File: src/verilog/ups_pkg.sv
package ups_pkg;
  // 40 MHz system clock
  localparam int unsigned CLOCK_HZ = 40000000;
  localparam int unsigned CLOCK_PERIOD_NS = 25;
  // least low time on hw_reset_n that counts as a reset pulse
  localparam int unsigned RESET_PULSE_NS = 1000;
  localparam int unsigned RESET_PULSE_CYCLES =
    (RESET_PULSE_NS + CLOCK_PERIOD_NS - 1) / CLOCK_PERIOD_NS;
  // reference rising edges counted before lock is declared
  localparam int unsigned LOCK_EDGES = 64;
  // system cycles without a reference rising edge before lock is lost
  localparam int unsigned REF_TIMEOUT_CYCLES = 16;
  // ulpi idle value on the data bus
  localparam logic [7:0] ULPI_IDLE = 8'h00;
  // reset value of the auto resume control bit
  localparam logic AUTO_RESUME_RESET = 1'b0;
  // nominal pll figures
  localparam int unsigned REF_FREQ_MHZ = 13;
  localparam int unsigned HS_FREQ_MHZ = 480;
  localparam int unsigned IF_FREQ_MHZ = 60;

  typedef enum logic [2:0] {
    UPS_OFF = 3'h0,
    UPS_RESET = 3'h1,
    UPS_LOCKING = 3'h2,
    UPS_WAIT_STP = 3'h3,
    UPS_RUN = 3'h4,
    UPS_LOW_POWER = 3'h5
  } ups_state_t;
endpackage : ups_pkg

File: src/verilog/ups_pll_lock.sv
// lock tracker: counts reference rising edges, loses lock when they stop
module ups_pll_lock #(
  parameter int unsigned LOCK_EDGES = ups_pkg::LOCK_EDGES,
  parameter int unsigned TIMEOUT = ups_pkg::REF_TIMEOUT_CYCLES
) (
  // clock and reset
  input wire logic clock_i,
  input wire logic rst_i,
  // control
  input wire logic clear_i,
  input wire logic ref_rise_i,
  // status
  output logic locked_o,
  output logic ref_running_o
);
  // a timeout under two cycles would drop lock between ordinary edges
  if (LOCK_EDGES < 1 || TIMEOUT < 2) begin : g_bad_params
    $error("ups_pll_lock: bad parameters");
  end

  logic [$clog2(LOCK_EDGES+1)-1:0] edge_cnt;
  logic [$clog2(LOCK_EDGES+1)-1:0] next_edge_cnt;
  logic [$clog2(TIMEOUT+1)-1:0] idle_cnt;
  logic [$clog2(TIMEOUT+1)-1:0] next_idle_cnt;
  logic next_locked;
  logic next_running;

  always_comb begin
    next_edge_cnt = edge_cnt;
    next_idle_cnt = idle_cnt;
    next_locked = locked_o;
    next_running = ref_running_o;
    if (clear_i) begin
      next_edge_cnt = '0;
      next_idle_cnt = '0;
      next_locked = 1'b0;
      next_running = 1'b0;
    end else if (ref_rise_i) begin
      next_idle_cnt = '0;
      next_running = 1'b1;
      if (edge_cnt == LOCK_EDGES[$bits(edge_cnt)-1:0]) begin
        next_locked = 1'b1;
      end else begin
        next_edge_cnt = edge_cnt + 1'b1;
      end
    end else if (idle_cnt == TIMEOUT[$bits(idle_cnt)-1:0]) begin
      // reference gone: lock drops and the count restarts from scratch
      next_locked = 1'b0;
      next_running = 1'b0;
      next_edge_cnt = '0;
    end else begin
      next_idle_cnt = idle_cnt + 1'b1;
    end
  end

  always_ff @(posedge clock_i or posedge rst_i) begin
    if (rst_i) begin
      edge_cnt <= '0;
      idle_cnt <= '0;
      locked_o <= 1'b0;
      ref_running_o <= 1'b0;
    end else begin
      edge_cnt <= next_edge_cnt;
      idle_cnt <= next_idle_cnt;
      locked_o <= next_locked;
      ref_running_o <= next_running;
    end
  end
endmodule : ups_pll_lock

File: src/verilog/ups_startup_seq.sv
module ups_startup_seq #(
  parameter int unsigned LOCK_EDGES = ups_pkg::LOCK_EDGES,
  parameter int unsigned TIMEOUT = ups_pkg::REF_TIMEOUT_CYCLES,
  parameter int unsigned PULSE_CYCLES = ups_pkg::RESET_PULSE_CYCLES
) (
  // clock and reset
  input wire logic clock_i,
  input wire logic rst_i,
  // pins from the link and the supplies
  input wire logic pll_reference_clock_i,
  input wire logic hw_reset_n_i,
  input wire logic stp_i,
  input wire logic core_supply_1v8_i,
  input wire logic usb_supply_3v3_i,
  input wire logic por_done_i,
  // low power request and auto resume write from the register block
  input wire logic low_power_req_i,
  input wire logic auto_resume_wr_i,
  input wire logic auto_resume_wdata_i,
  // ulpi side
  output logic dir_o,
  output logic [7:0] data_o,
  output logic data_oe_o,
  // status
  output logic interface_clock_output_o,
  output logic hs_clock_enable_o,
  output logic usb_full_enable_o,
  output logic reg_access_only_o,
  output logic regs_reset_o,
  output logic auto_resume_enable_o,
  output logic low_power_o
);
  // the qualifier needs at least one counted cycle
  if (PULSE_CYCLES < 1) begin : g_bad_pulse
    $error("ups_startup_seq: bad pulse length");
  end

  // two-flop synchronisers for every pin input
  logic [5:0] sync_a;
  logic [5:0] sync_b;
  always_ff @(posedge clock_i or posedge rst_i) begin
    if (rst_i) begin
      sync_a <= 6'h00;
      sync_b <= 6'h00;
    end else begin
      sync_a <= {usb_supply_3v3_i, core_supply_1v8_i, por_done_i,
                 stp_i, hw_reset_n_i, pll_reference_clock_i};
      sync_b <= sync_a;
    end
  end
  logic ref_s;
  logic rstn_s;
  logic stp_s;
  logic por_s;
  logic v18_s;
  logic v33_s;
  assign {v33_s, v18_s, por_s, stp_s, rstn_s, ref_s} = sync_b;

  // rising edge detect on the reference; falling edges are ignored
  logic ref_d;
  logic ref_rise;
  always_ff @(posedge clock_i or posedge rst_i) begin
    if (rst_i) begin
      ref_d <= 1'b0;
    end else begin
      ref_d <= ref_s;
    end
  end
  assign ref_rise = ref_s & ~ref_d;

  // reset pulse qualifier: a short glitch low does not arm pulse_reset, though hold still resets on any low
  logic [$clog2(PULSE_CYCLES+1)-1:0] low_cnt;
  logic [$clog2(PULSE_CYCLES+1)-1:0] next_low_cnt;
  logic armed;
  logic next_armed;
  logic pulse_reset;
  always_comb begin
    next_low_cnt = low_cnt;
    next_armed = armed;
    pulse_reset = 1'b0;
    if (!rstn_s) begin
      if (low_cnt == PULSE_CYCLES[$bits(low_cnt)-1:0]) begin
        next_armed = 1'b1;
      end else begin
        next_low_cnt = low_cnt + 1'b1;
      end
    end else begin
      next_low_cnt = '0;
      next_armed = 1'b0;
      pulse_reset = armed;
    end
  end
  always_ff @(posedge clock_i or posedge rst_i) begin
    if (rst_i) begin
      low_cnt <= '0;
      armed <= 1'b0;
    end else begin
      low_cnt <= next_low_cnt;
      armed <= next_armed;
    end
  end

  // device is held while the 1v8 core supply, por or reset pin is low
  logic hold;
  assign hold = ~v18_s | ~por_s | ~rstn_s;

  ups_pkg::ups_state_t state;
  ups_pkg::ups_state_t next_state;
  logic locked;
  logic ref_running;
  logic lock_clear;

  ups_pll_lock #(
    .LOCK_EDGES(LOCK_EDGES),
    .TIMEOUT(TIMEOUT)
  ) u_lock (
    .clock_i(clock_i),
    .rst_i(rst_i),
    .clear_i(lock_clear),
    .ref_rise_i(ref_rise),
    .locked_o(locked),
    .ref_running_o(ref_running)
  );

  // lock counting only starts from the first reference edge after release
  assign lock_clear = hold | (state == ups_pkg::UPS_RESET) |
                      (state == ups_pkg::UPS_LOW_POWER);

  logic next_dir;
  logic next_oe;
  logic next_regs_reset;
  logic next_auto_resume;
  logic next_ifclk;
  logic next_hsclk;
  logic next_full;
  logic next_regonly;
  logic next_lp;

  always_comb begin
    next_state = state;
    case (state)
      ups_pkg::UPS_OFF: begin
        if (v18_s) begin
          next_state = ups_pkg::UPS_RESET;
        end
      end
      ups_pkg::UPS_RESET: begin
        if (!hold) begin
          next_state = ups_pkg::UPS_LOCKING;
        end
      end
      ups_pkg::UPS_LOCKING: begin
        if (locked) begin
          next_state = ups_pkg::UPS_WAIT_STP;
        end
      end
      ups_pkg::UPS_WAIT_STP: begin
        if (!locked) begin
          next_state = ups_pkg::UPS_LOCKING;
        end else if (!stp_s) begin
          next_state = ups_pkg::UPS_RUN;
        end
      end
      ups_pkg::UPS_RUN: begin
        if (!locked) begin
          next_state = ups_pkg::UPS_LOCKING;
        end else if (low_power_req_i) begin
          next_state = ups_pkg::UPS_LOW_POWER;
        end
      end
      ups_pkg::UPS_LOW_POWER: begin
        // reference may be stopped here; stp brings the device back
        if (stp_s) begin
          next_state = ups_pkg::UPS_LOCKING;
        end
      end
      default: begin
        next_state = ups_pkg::UPS_OFF;
      end
    endcase
    if (!v18_s) begin
      next_state = ups_pkg::UPS_OFF;
    end else if (hold || pulse_reset) begin
      next_state = ups_pkg::UPS_RESET;
    end
  end

  always_comb begin
    next_dir = (next_state == ups_pkg::UPS_LOCKING) ||
               (next_state == ups_pkg::UPS_WAIT_STP);
    next_oe = next_dir;
    next_regs_reset = (next_state == ups_pkg::UPS_OFF) ||
                      (next_state == ups_pkg::UPS_RESET);
    next_auto_resume = auto_resume_enable_o;
    if (next_regs_reset) begin
      next_auto_resume = ups_pkg::AUTO_RESUME_RESET;
    end else if (auto_resume_wr_i) begin
      next_auto_resume = auto_resume_wdata_i;
    end
    // interface clock runs only from a locked pll; no phase tie to reference
    next_ifclk = locked && ref_running && !next_regs_reset;
    next_hsclk = next_ifclk;
    next_full = (next_state == ups_pkg::UPS_RUN) && v33_s;
    next_regonly = (next_state == ups_pkg::UPS_RUN) && !v33_s;
    next_lp = (next_state == ups_pkg::UPS_LOW_POWER);
  end

  always_ff @(posedge clock_i or posedge rst_i) begin
    if (rst_i) begin
      state <= ups_pkg::UPS_OFF;
      dir_o <= 1'b0;
      data_o <= ups_pkg::ULPI_IDLE;
      data_oe_o <= 1'b0;
      regs_reset_o <= 1'b1;
      auto_resume_enable_o <= ups_pkg::AUTO_RESUME_RESET;
      interface_clock_output_o <= 1'b0;
      hs_clock_enable_o <= 1'b0;
      usb_full_enable_o <= 1'b0;
      reg_access_only_o <= 1'b0;
      low_power_o <= 1'b0;
    end else begin
      state <= next_state;
      dir_o <= next_dir;
      data_o <= ups_pkg::ULPI_IDLE;
      data_oe_o <= next_oe;
      regs_reset_o <= next_regs_reset;
      auto_resume_enable_o <= next_auto_resume;
      interface_clock_output_o <= next_ifclk;
      hs_clock_enable_o <= next_hsclk;
      usb_full_enable_o <= next_full;
      reg_access_only_o <= next_regonly;
      low_power_o <= next_lp;
    end
  end
endmodule : ups_startup_seq
File: config.mk
export PLATFORM = sky130hd
export DESIGN_NAME = ups_startup_seq
export DESIGN_NICKNAME = d
export VERILOG_FILES = /design/src/verilog/ups_pkg.sv /design/src/verilog/ups_pll_lock.sv /design/src/verilog/ups_startup_seq.sv
export SDC_FILE = /design/constraint.sdc
export NUM_CORES = 1
export LEC_CHECK = 0
export ABC_CLOCK_PERIOD_IN_PS = 3460
export BUFFER_PORTS_ARGS = -buffer_cell sky130_fd_sc_hd__buf_2
export CAP_MARGIN = 30
export CORE_UTILIZATION = 60
export CTS_CLUSTER_DIAMETER = 30
export DETAILED_ROUTE_END_ITERATION = 8
export PLACE_DENSITY_LB_ADDON = 0.3
export SETUP_SLACK_MARGIN = 0.2
export SLEW_MARGIN = 10
export SYNTH_ARGS = -nofsm -noshare
export SYNTH_HDL_FRONTEND = slang
export SYNTH_SLANG_ARGS = --single-unit
File: constraint.sdc
create_clock -name clock_i -period 3.46 [get_ports clock_i]
set_clock_uncertainty 0.2 [all_clocks]
set_input_delay 0.346 -clock clock_i [delete_from_list [all_inputs] [get_ports clock_i]]
set_output_delay 0.346 -clock clock_i [all_outputs]
set_load 0.05 [all_outputs]
# After elaboration in Yosys (flattened, before gate mapping)
# Index checks and enable logic that the tools add are counted.
# classes
add_sub_neg,3
n_eq_ne,17
mux,30
n_bitwise,9
reduce_logical,16
# ops
cell,count
2-to-1 mux 7 bit,4
2-to-1 mux 3 bit,9
case mux 3 bit (6 select lines),1
2-to-1 mux 5 bit,3
"equality test 3 x 2 -> 1 bit, second input constant",4
"equality test 3 bit, second input constant",4
2-to-1 mux 6 bit,2
2-to-1 mux 1 bit,11
"adder 7 x 1 -> 7 bit, second input constant",1
"equality test 7 bit, second input constant",1
"adder 6 x 1 -> 6 bit, second input constant",1
"equality test 3 x 1 -> 1 bit, second input constant",2
"equality test 6 bit, second input constant",1
zero test 3 bit,2
"!= test 3 bit, second input constant",2
"adder 5 x 1 -> 5 bit, second input constant",1
"equality test 5 bit, second input constant",1
logical AND 1 bit,4
inverter 1 bit,4
OR 1 bit,4
AND reduction 2 bit,2
nonzero test 2 bit,2
logical OR 1 bit,3
"!= test 3 x 1 -> 1 bit, second input constant",1
4 further kinds,5
# totals
register_bits,44
out_inout_bits,17
elab_cells,92

# Longest topological paths before layout
# depth
ltp_word,11
mapped_depth,7
depth_no_buf,6

# By module
# From an unflattened synthesis, not the netlist that was laid out.
# unflattened
cells_unflattened,178
hier_area_um2,2010.7
# by_module_without_submodules
mod,instances,cells_each,area_each_um2,seq_area_each_um2
ups_startup_seq,1,102,1256.2,752.0
ups_pll_lock,1,76,754.5,350.3

# Least setup slack after synthesis
# No wires, ideal clock.
# synth_timing
path_type,register to register
start,reg u_lock.idle_cnt[0]
end,reg u_lock.edge_cnt[4]
setup_time_ns,0.120
t_arrival_ns,1.409
required_ns,3.140
slack_ns,1.731
stages_incl_launch_ff,8
path_buffers,1
period_less_slack_ns,1.729
path_cell_list,dfrtp_1 inv_1 ha_1 nor4bb_1 buf_2 o2111ai_1 xor2_1 nor2_2
# synth_via
elab_chain_len,3
# synth_rtl
item,line,text
from (decl),ups_pll_lock.sv:23,logic [$clog2(TIMEOUT+1)-1:0] idle_cnt;
from (signal assigned),ups_pll_lock.sv:64,idle_cnt <= next_idle_cnt;
equality test 5 bit,ups_pll_lock.sv:46,end else if (idle_cnt == TIMEOUT[$bits(idle_cnt)-1:0]) begin
nonzero test 3 bit (no source line),--,
AND reduction 2 bit (no source line),--,
to (signal assigned),ups_pll_lock.sv:63,edge_cnt <= next_edge_cnt;
to (decl),ups_pll_lock.sv:21,logic [$clog2(LOCK_EDGES+1)-1:0] edge_cnt;
# Every way passes these cells.
# A chain may end at the register's enable or synchronous reset.

# Worst setup path in the final report
# Same ends and word-level chain as after synthesis.

==> impl_metrics.csv <==
group,metric,value,unit
setup_path,end_kind,"register",
route,drtAntennaViolNets,0,
route,drc,0,
final_layout,final_util,72.4,%
route,drt_iter0_markers,71,
final_layout,syn2layout_area_growth,12.4,%
floorplan,io_pins,28,
floorplan,die_area,3590,sq um
route,avgRoutedWirePerCell,13.4,um
setup_path,rr_startpoint,"u_lock.idle_cnt[0]",
global_routing,first_global_vias,1397,
setup_path,crit_start,"u_lock.idle_cnt[0]",
setup_path,critPathRequiredTime,3520,ps
synth,yosysSeqAreaShare,54.8,%
power_and_ir_drop,p_comb_share,8.4,%
sta,rsz0062_at_grt,"false",
sta,worst_pin_slew,804,ps
place,dpl_cell_area,2110,sq um
synth,synth_area_leaders,"dfrtp_1 53%, nor2_1 4.3%, buf_4 3.7%",
place,port_buffers,19,
setup_path,rr_worst_depth,7,
route,firstDrtPassIters,4,
sta,fin_setup_tns,0,ps
synth,post-synth-top-area-cell,"dfrtp_1",
global_routing,use_met2,38.6,%
global_routing,grt_busiest_layer,"met2",
final_layout,drive_gt1_share,19.5,%
sta,hold_viol_final,0,
sta,period_share,60.8,%
synth,yosysWarnings,0,
global_routing,gr-total-overflow,0,
setup_path,arrival,2170,ps
floorplan,core_area,3130,sq um
power_and_ir_drop,switchingPower,0.222,mW
cts,root_buffer,"clkbuf_4",
global_routing,grt_start_max_net_pins,24,
place,hpwl,2.47,mm
sta,slew_violations,0,
synth,synth_cell_type_count,46,
job,drv_cap,0,
global_routing,grt_first_pass_wirelength,5.84,mm
setup_path,worstReg2RegEnd,"u_lock.edge_cnt[4]",
cts,cts.clk_slew.worst_paths,120,ps
synth,synth_ff_type,"dfrtp_1",
floorplan,row_count,20,
global_routing,antenna_found_initial,0,
route,routed_wl,3.41,mm
power_and_ir_drop,swShare,24.0,%
power_and_ir_drop,vdd_ir_drop_max,0.343,mV
route,vias,1368,
place,place.gp.congestion,0.869,
setup_path,cp_max_fo,5,
cts,h-tree-depth,2,
cts,post_cts_buffers,0,
sta,min_period,2100,ps
power_and_ir_drop,p_clk_share,33.6,%
final_layout,fill_cells,216,
synth,synth_edf_count,0,
setup_path,r2r_slack,1360,ps
synth,synth_area_per_cell,11.2,sq um
global_routing,track_usage,22.9,%
power_and_ir_drop,power_frac_seq,58.1,%
cts,hold_buffers,7,
synth,ys_ff_latch,44,
final_layout,register_area,1100,sq um
cts,cts.sinks,44,
floorplan,initial_utilization,64.4,%
setup_path,crit_type,"reg -> reg",
cts,ctsResizeCount,0,
synth,synth.top_cells.by_count,"43 x dfrtp_1, 23 x nor2_1, 12 x inv_1",
synth,ys_async_sr_fraction,100,%
setup_path,worstSetupStartpointType,"register",
floorplan,die_h,59.9,um
synth,synth_most_common_cell,"dfrtp_1",
cts,cts_buffers,5,
power_and_ir_drop,p_per_area,408,nW/um^2
final_layout,post-route-cell-area,2260,sq um
cts,clk_latency,360,ps
setup_path,crit_end,"u_lock.edge_cnt[4]",
sta,max_freq,0.475,GHz
synth,synth_top_cell_area_share,53.4,%
floorplan,die_w,59.9,um
global_routing,use_met3,6.93,%
sta,setup_viol,0,
power_and_ir_drop,p_int,0.702,mW
run_status,outcome,"finished clean",
cts,cts_tree,"done",
global_routing,use_met1,25.5,%
final_layout,diodes,0,
synth,synthCells,179,
final_layout,multi_input_area,803,sq um
final_layout,final_nets,226,
power_and_ir_drop,cellLeakagePower,1.06,nW
sta,max_slew_margin,46.3,%
route,avgViaCountPerCell,5.39,
synth,netlist_area,2010,sq um
hold_path,min_path_type,"in -> reg",
cts,clk_path_buf_depth,2,
worst min-delay path by stage:
stage | slack, ps | to | cells after the start | from
finish | 30 | auto_resume_enable_o | 3 | auto_resume_wdata_i
global route | 40 | auto_resume_enable_o | 3 | auto_resume_wdata_i
CTS | 30 | auto_resume_enable_o | 3 | auto_resume_wdata_i
detailed placement | 130 | sync_b[0] | 0 | sync_a[0]
global placement | 130 | sync_b[5] | 0 | sync_a[5]
floorplan | 130 | sync_b[0] | 0 | sync_a[0]
power by group through the flow:
stage | sequential (mW) | clock, mW | combinational, mW
6_report | 0.537 | 0.310 | 0.0773
5_1_grt | 0.539 | 0.342 | 0.0856
4_1_cts | 0.537 | 0.319 | 0.0781
3_5_place_dp | 0.547 | 0 | 0.0721
3_3_place_gp | 0.546 | 0 | 0.0683
2_1_floorplan | 0.546 | 0 | 0.0614
per-stage QoR:
step,setup WS [ps],power [mW],hold slack (ps),cells
2_1_floorplan,1730,0.607,131,186
3_3_place_gp,1270,0.614,133,238
3_5_place_dp,1090,0.619,135,238
6_report,1360,0.924,32.1,254
5_1_grt,1210,0.967,38.4,254
4_1_cts,1090,0.934,28.1,253
state kept, by name (all words and copies together) (netlist names):
register              count
reg_access_only_o         1
u_lock.locked_o           1
sync_a                    6
data_oe_o                 1
regs_reset_o              1
sync_b                    6
low_cnt                   6
state                     3
usb_full_enable_o         1
ref_d                     1
auto_resume_enable_o      1
hs_clock_enable_o         1
low_power_o               1
u_lock.edge_cnt           7
u_lock.ref_running_o      1
armed                     1
u_lock.idle_cnt           5
cell type report:
class	count	share of cell area, %
Tap cell	44	2.43
Inverter	13	2.16
Sequential cell	44	48.7
Multi-Input combinational cell	117	35.5
Timing Repair Buffer	28	7.85
Clock inverter	2	1.55
Clock buffer	6	1.82
worst max-delay path, stage by stage (launching register included):
cell and delay (ps):
dfrtp_1 430, inv_1 90, ha_1 210, nor4bb_1 450, clkbuf_2 250, o2111ai_1 140
xor2_1 210, nor2_2 50
cell families after synthesis:
| logic type | Yosys count | share of synthesized area [%] |
|---|---|---|
| AOI/OAI and AO/OA | 25 | 8.83 |
| xor gates and xnor gates | 10 | 4.35 |
| and+or+nand+nor | 64 | 19.3 |
| other | 1 | 0.186 |
| adders and majority gates | 6 | 3.73 |
| DFF | 44 | 54.8 |
| buffers and inverters | 25 | 6.65 |
| muxes | 4 | 2.24 |
layer usage:
| layer | share of wire, % | vias to the layer above |
|---|---|---|
| li1 | - | 642 |
| met4 | 2.1 | 0 |
| met1 | 43 | 668 |
| met2 | 50 | 52 |
| met3 | 4.7 | 6 |
| met5 | 0 | - |
placed cells by master, fill, tap and decap left out, drive strengths merged, types with 2 or more instances in the layout:
| master | count |
|---|---|
| o211a | 2 |
| clkbuf | 7 |
| o21ai | 4 |
| ha | 6 |
| nand3 | 5 |
| dfrtp | 43 |
| nor3 | 2 |
| conb | 8 |
| buf | 20 |
| nor2b | 3 |
| xor2 | 6 |
| inv | 13 |
| a21oi | 9 |
| xnor2 | 4 |
| dlygate4sd3 | 7 |
| nand2 | 9 |
| nand4 | 2 |
| nand3b | 2 |
| mux2i | 3 |
| nand2b | 7 |
| nor2 | 25 |
No activity file was read; power rests on OpenSTA's default activity.
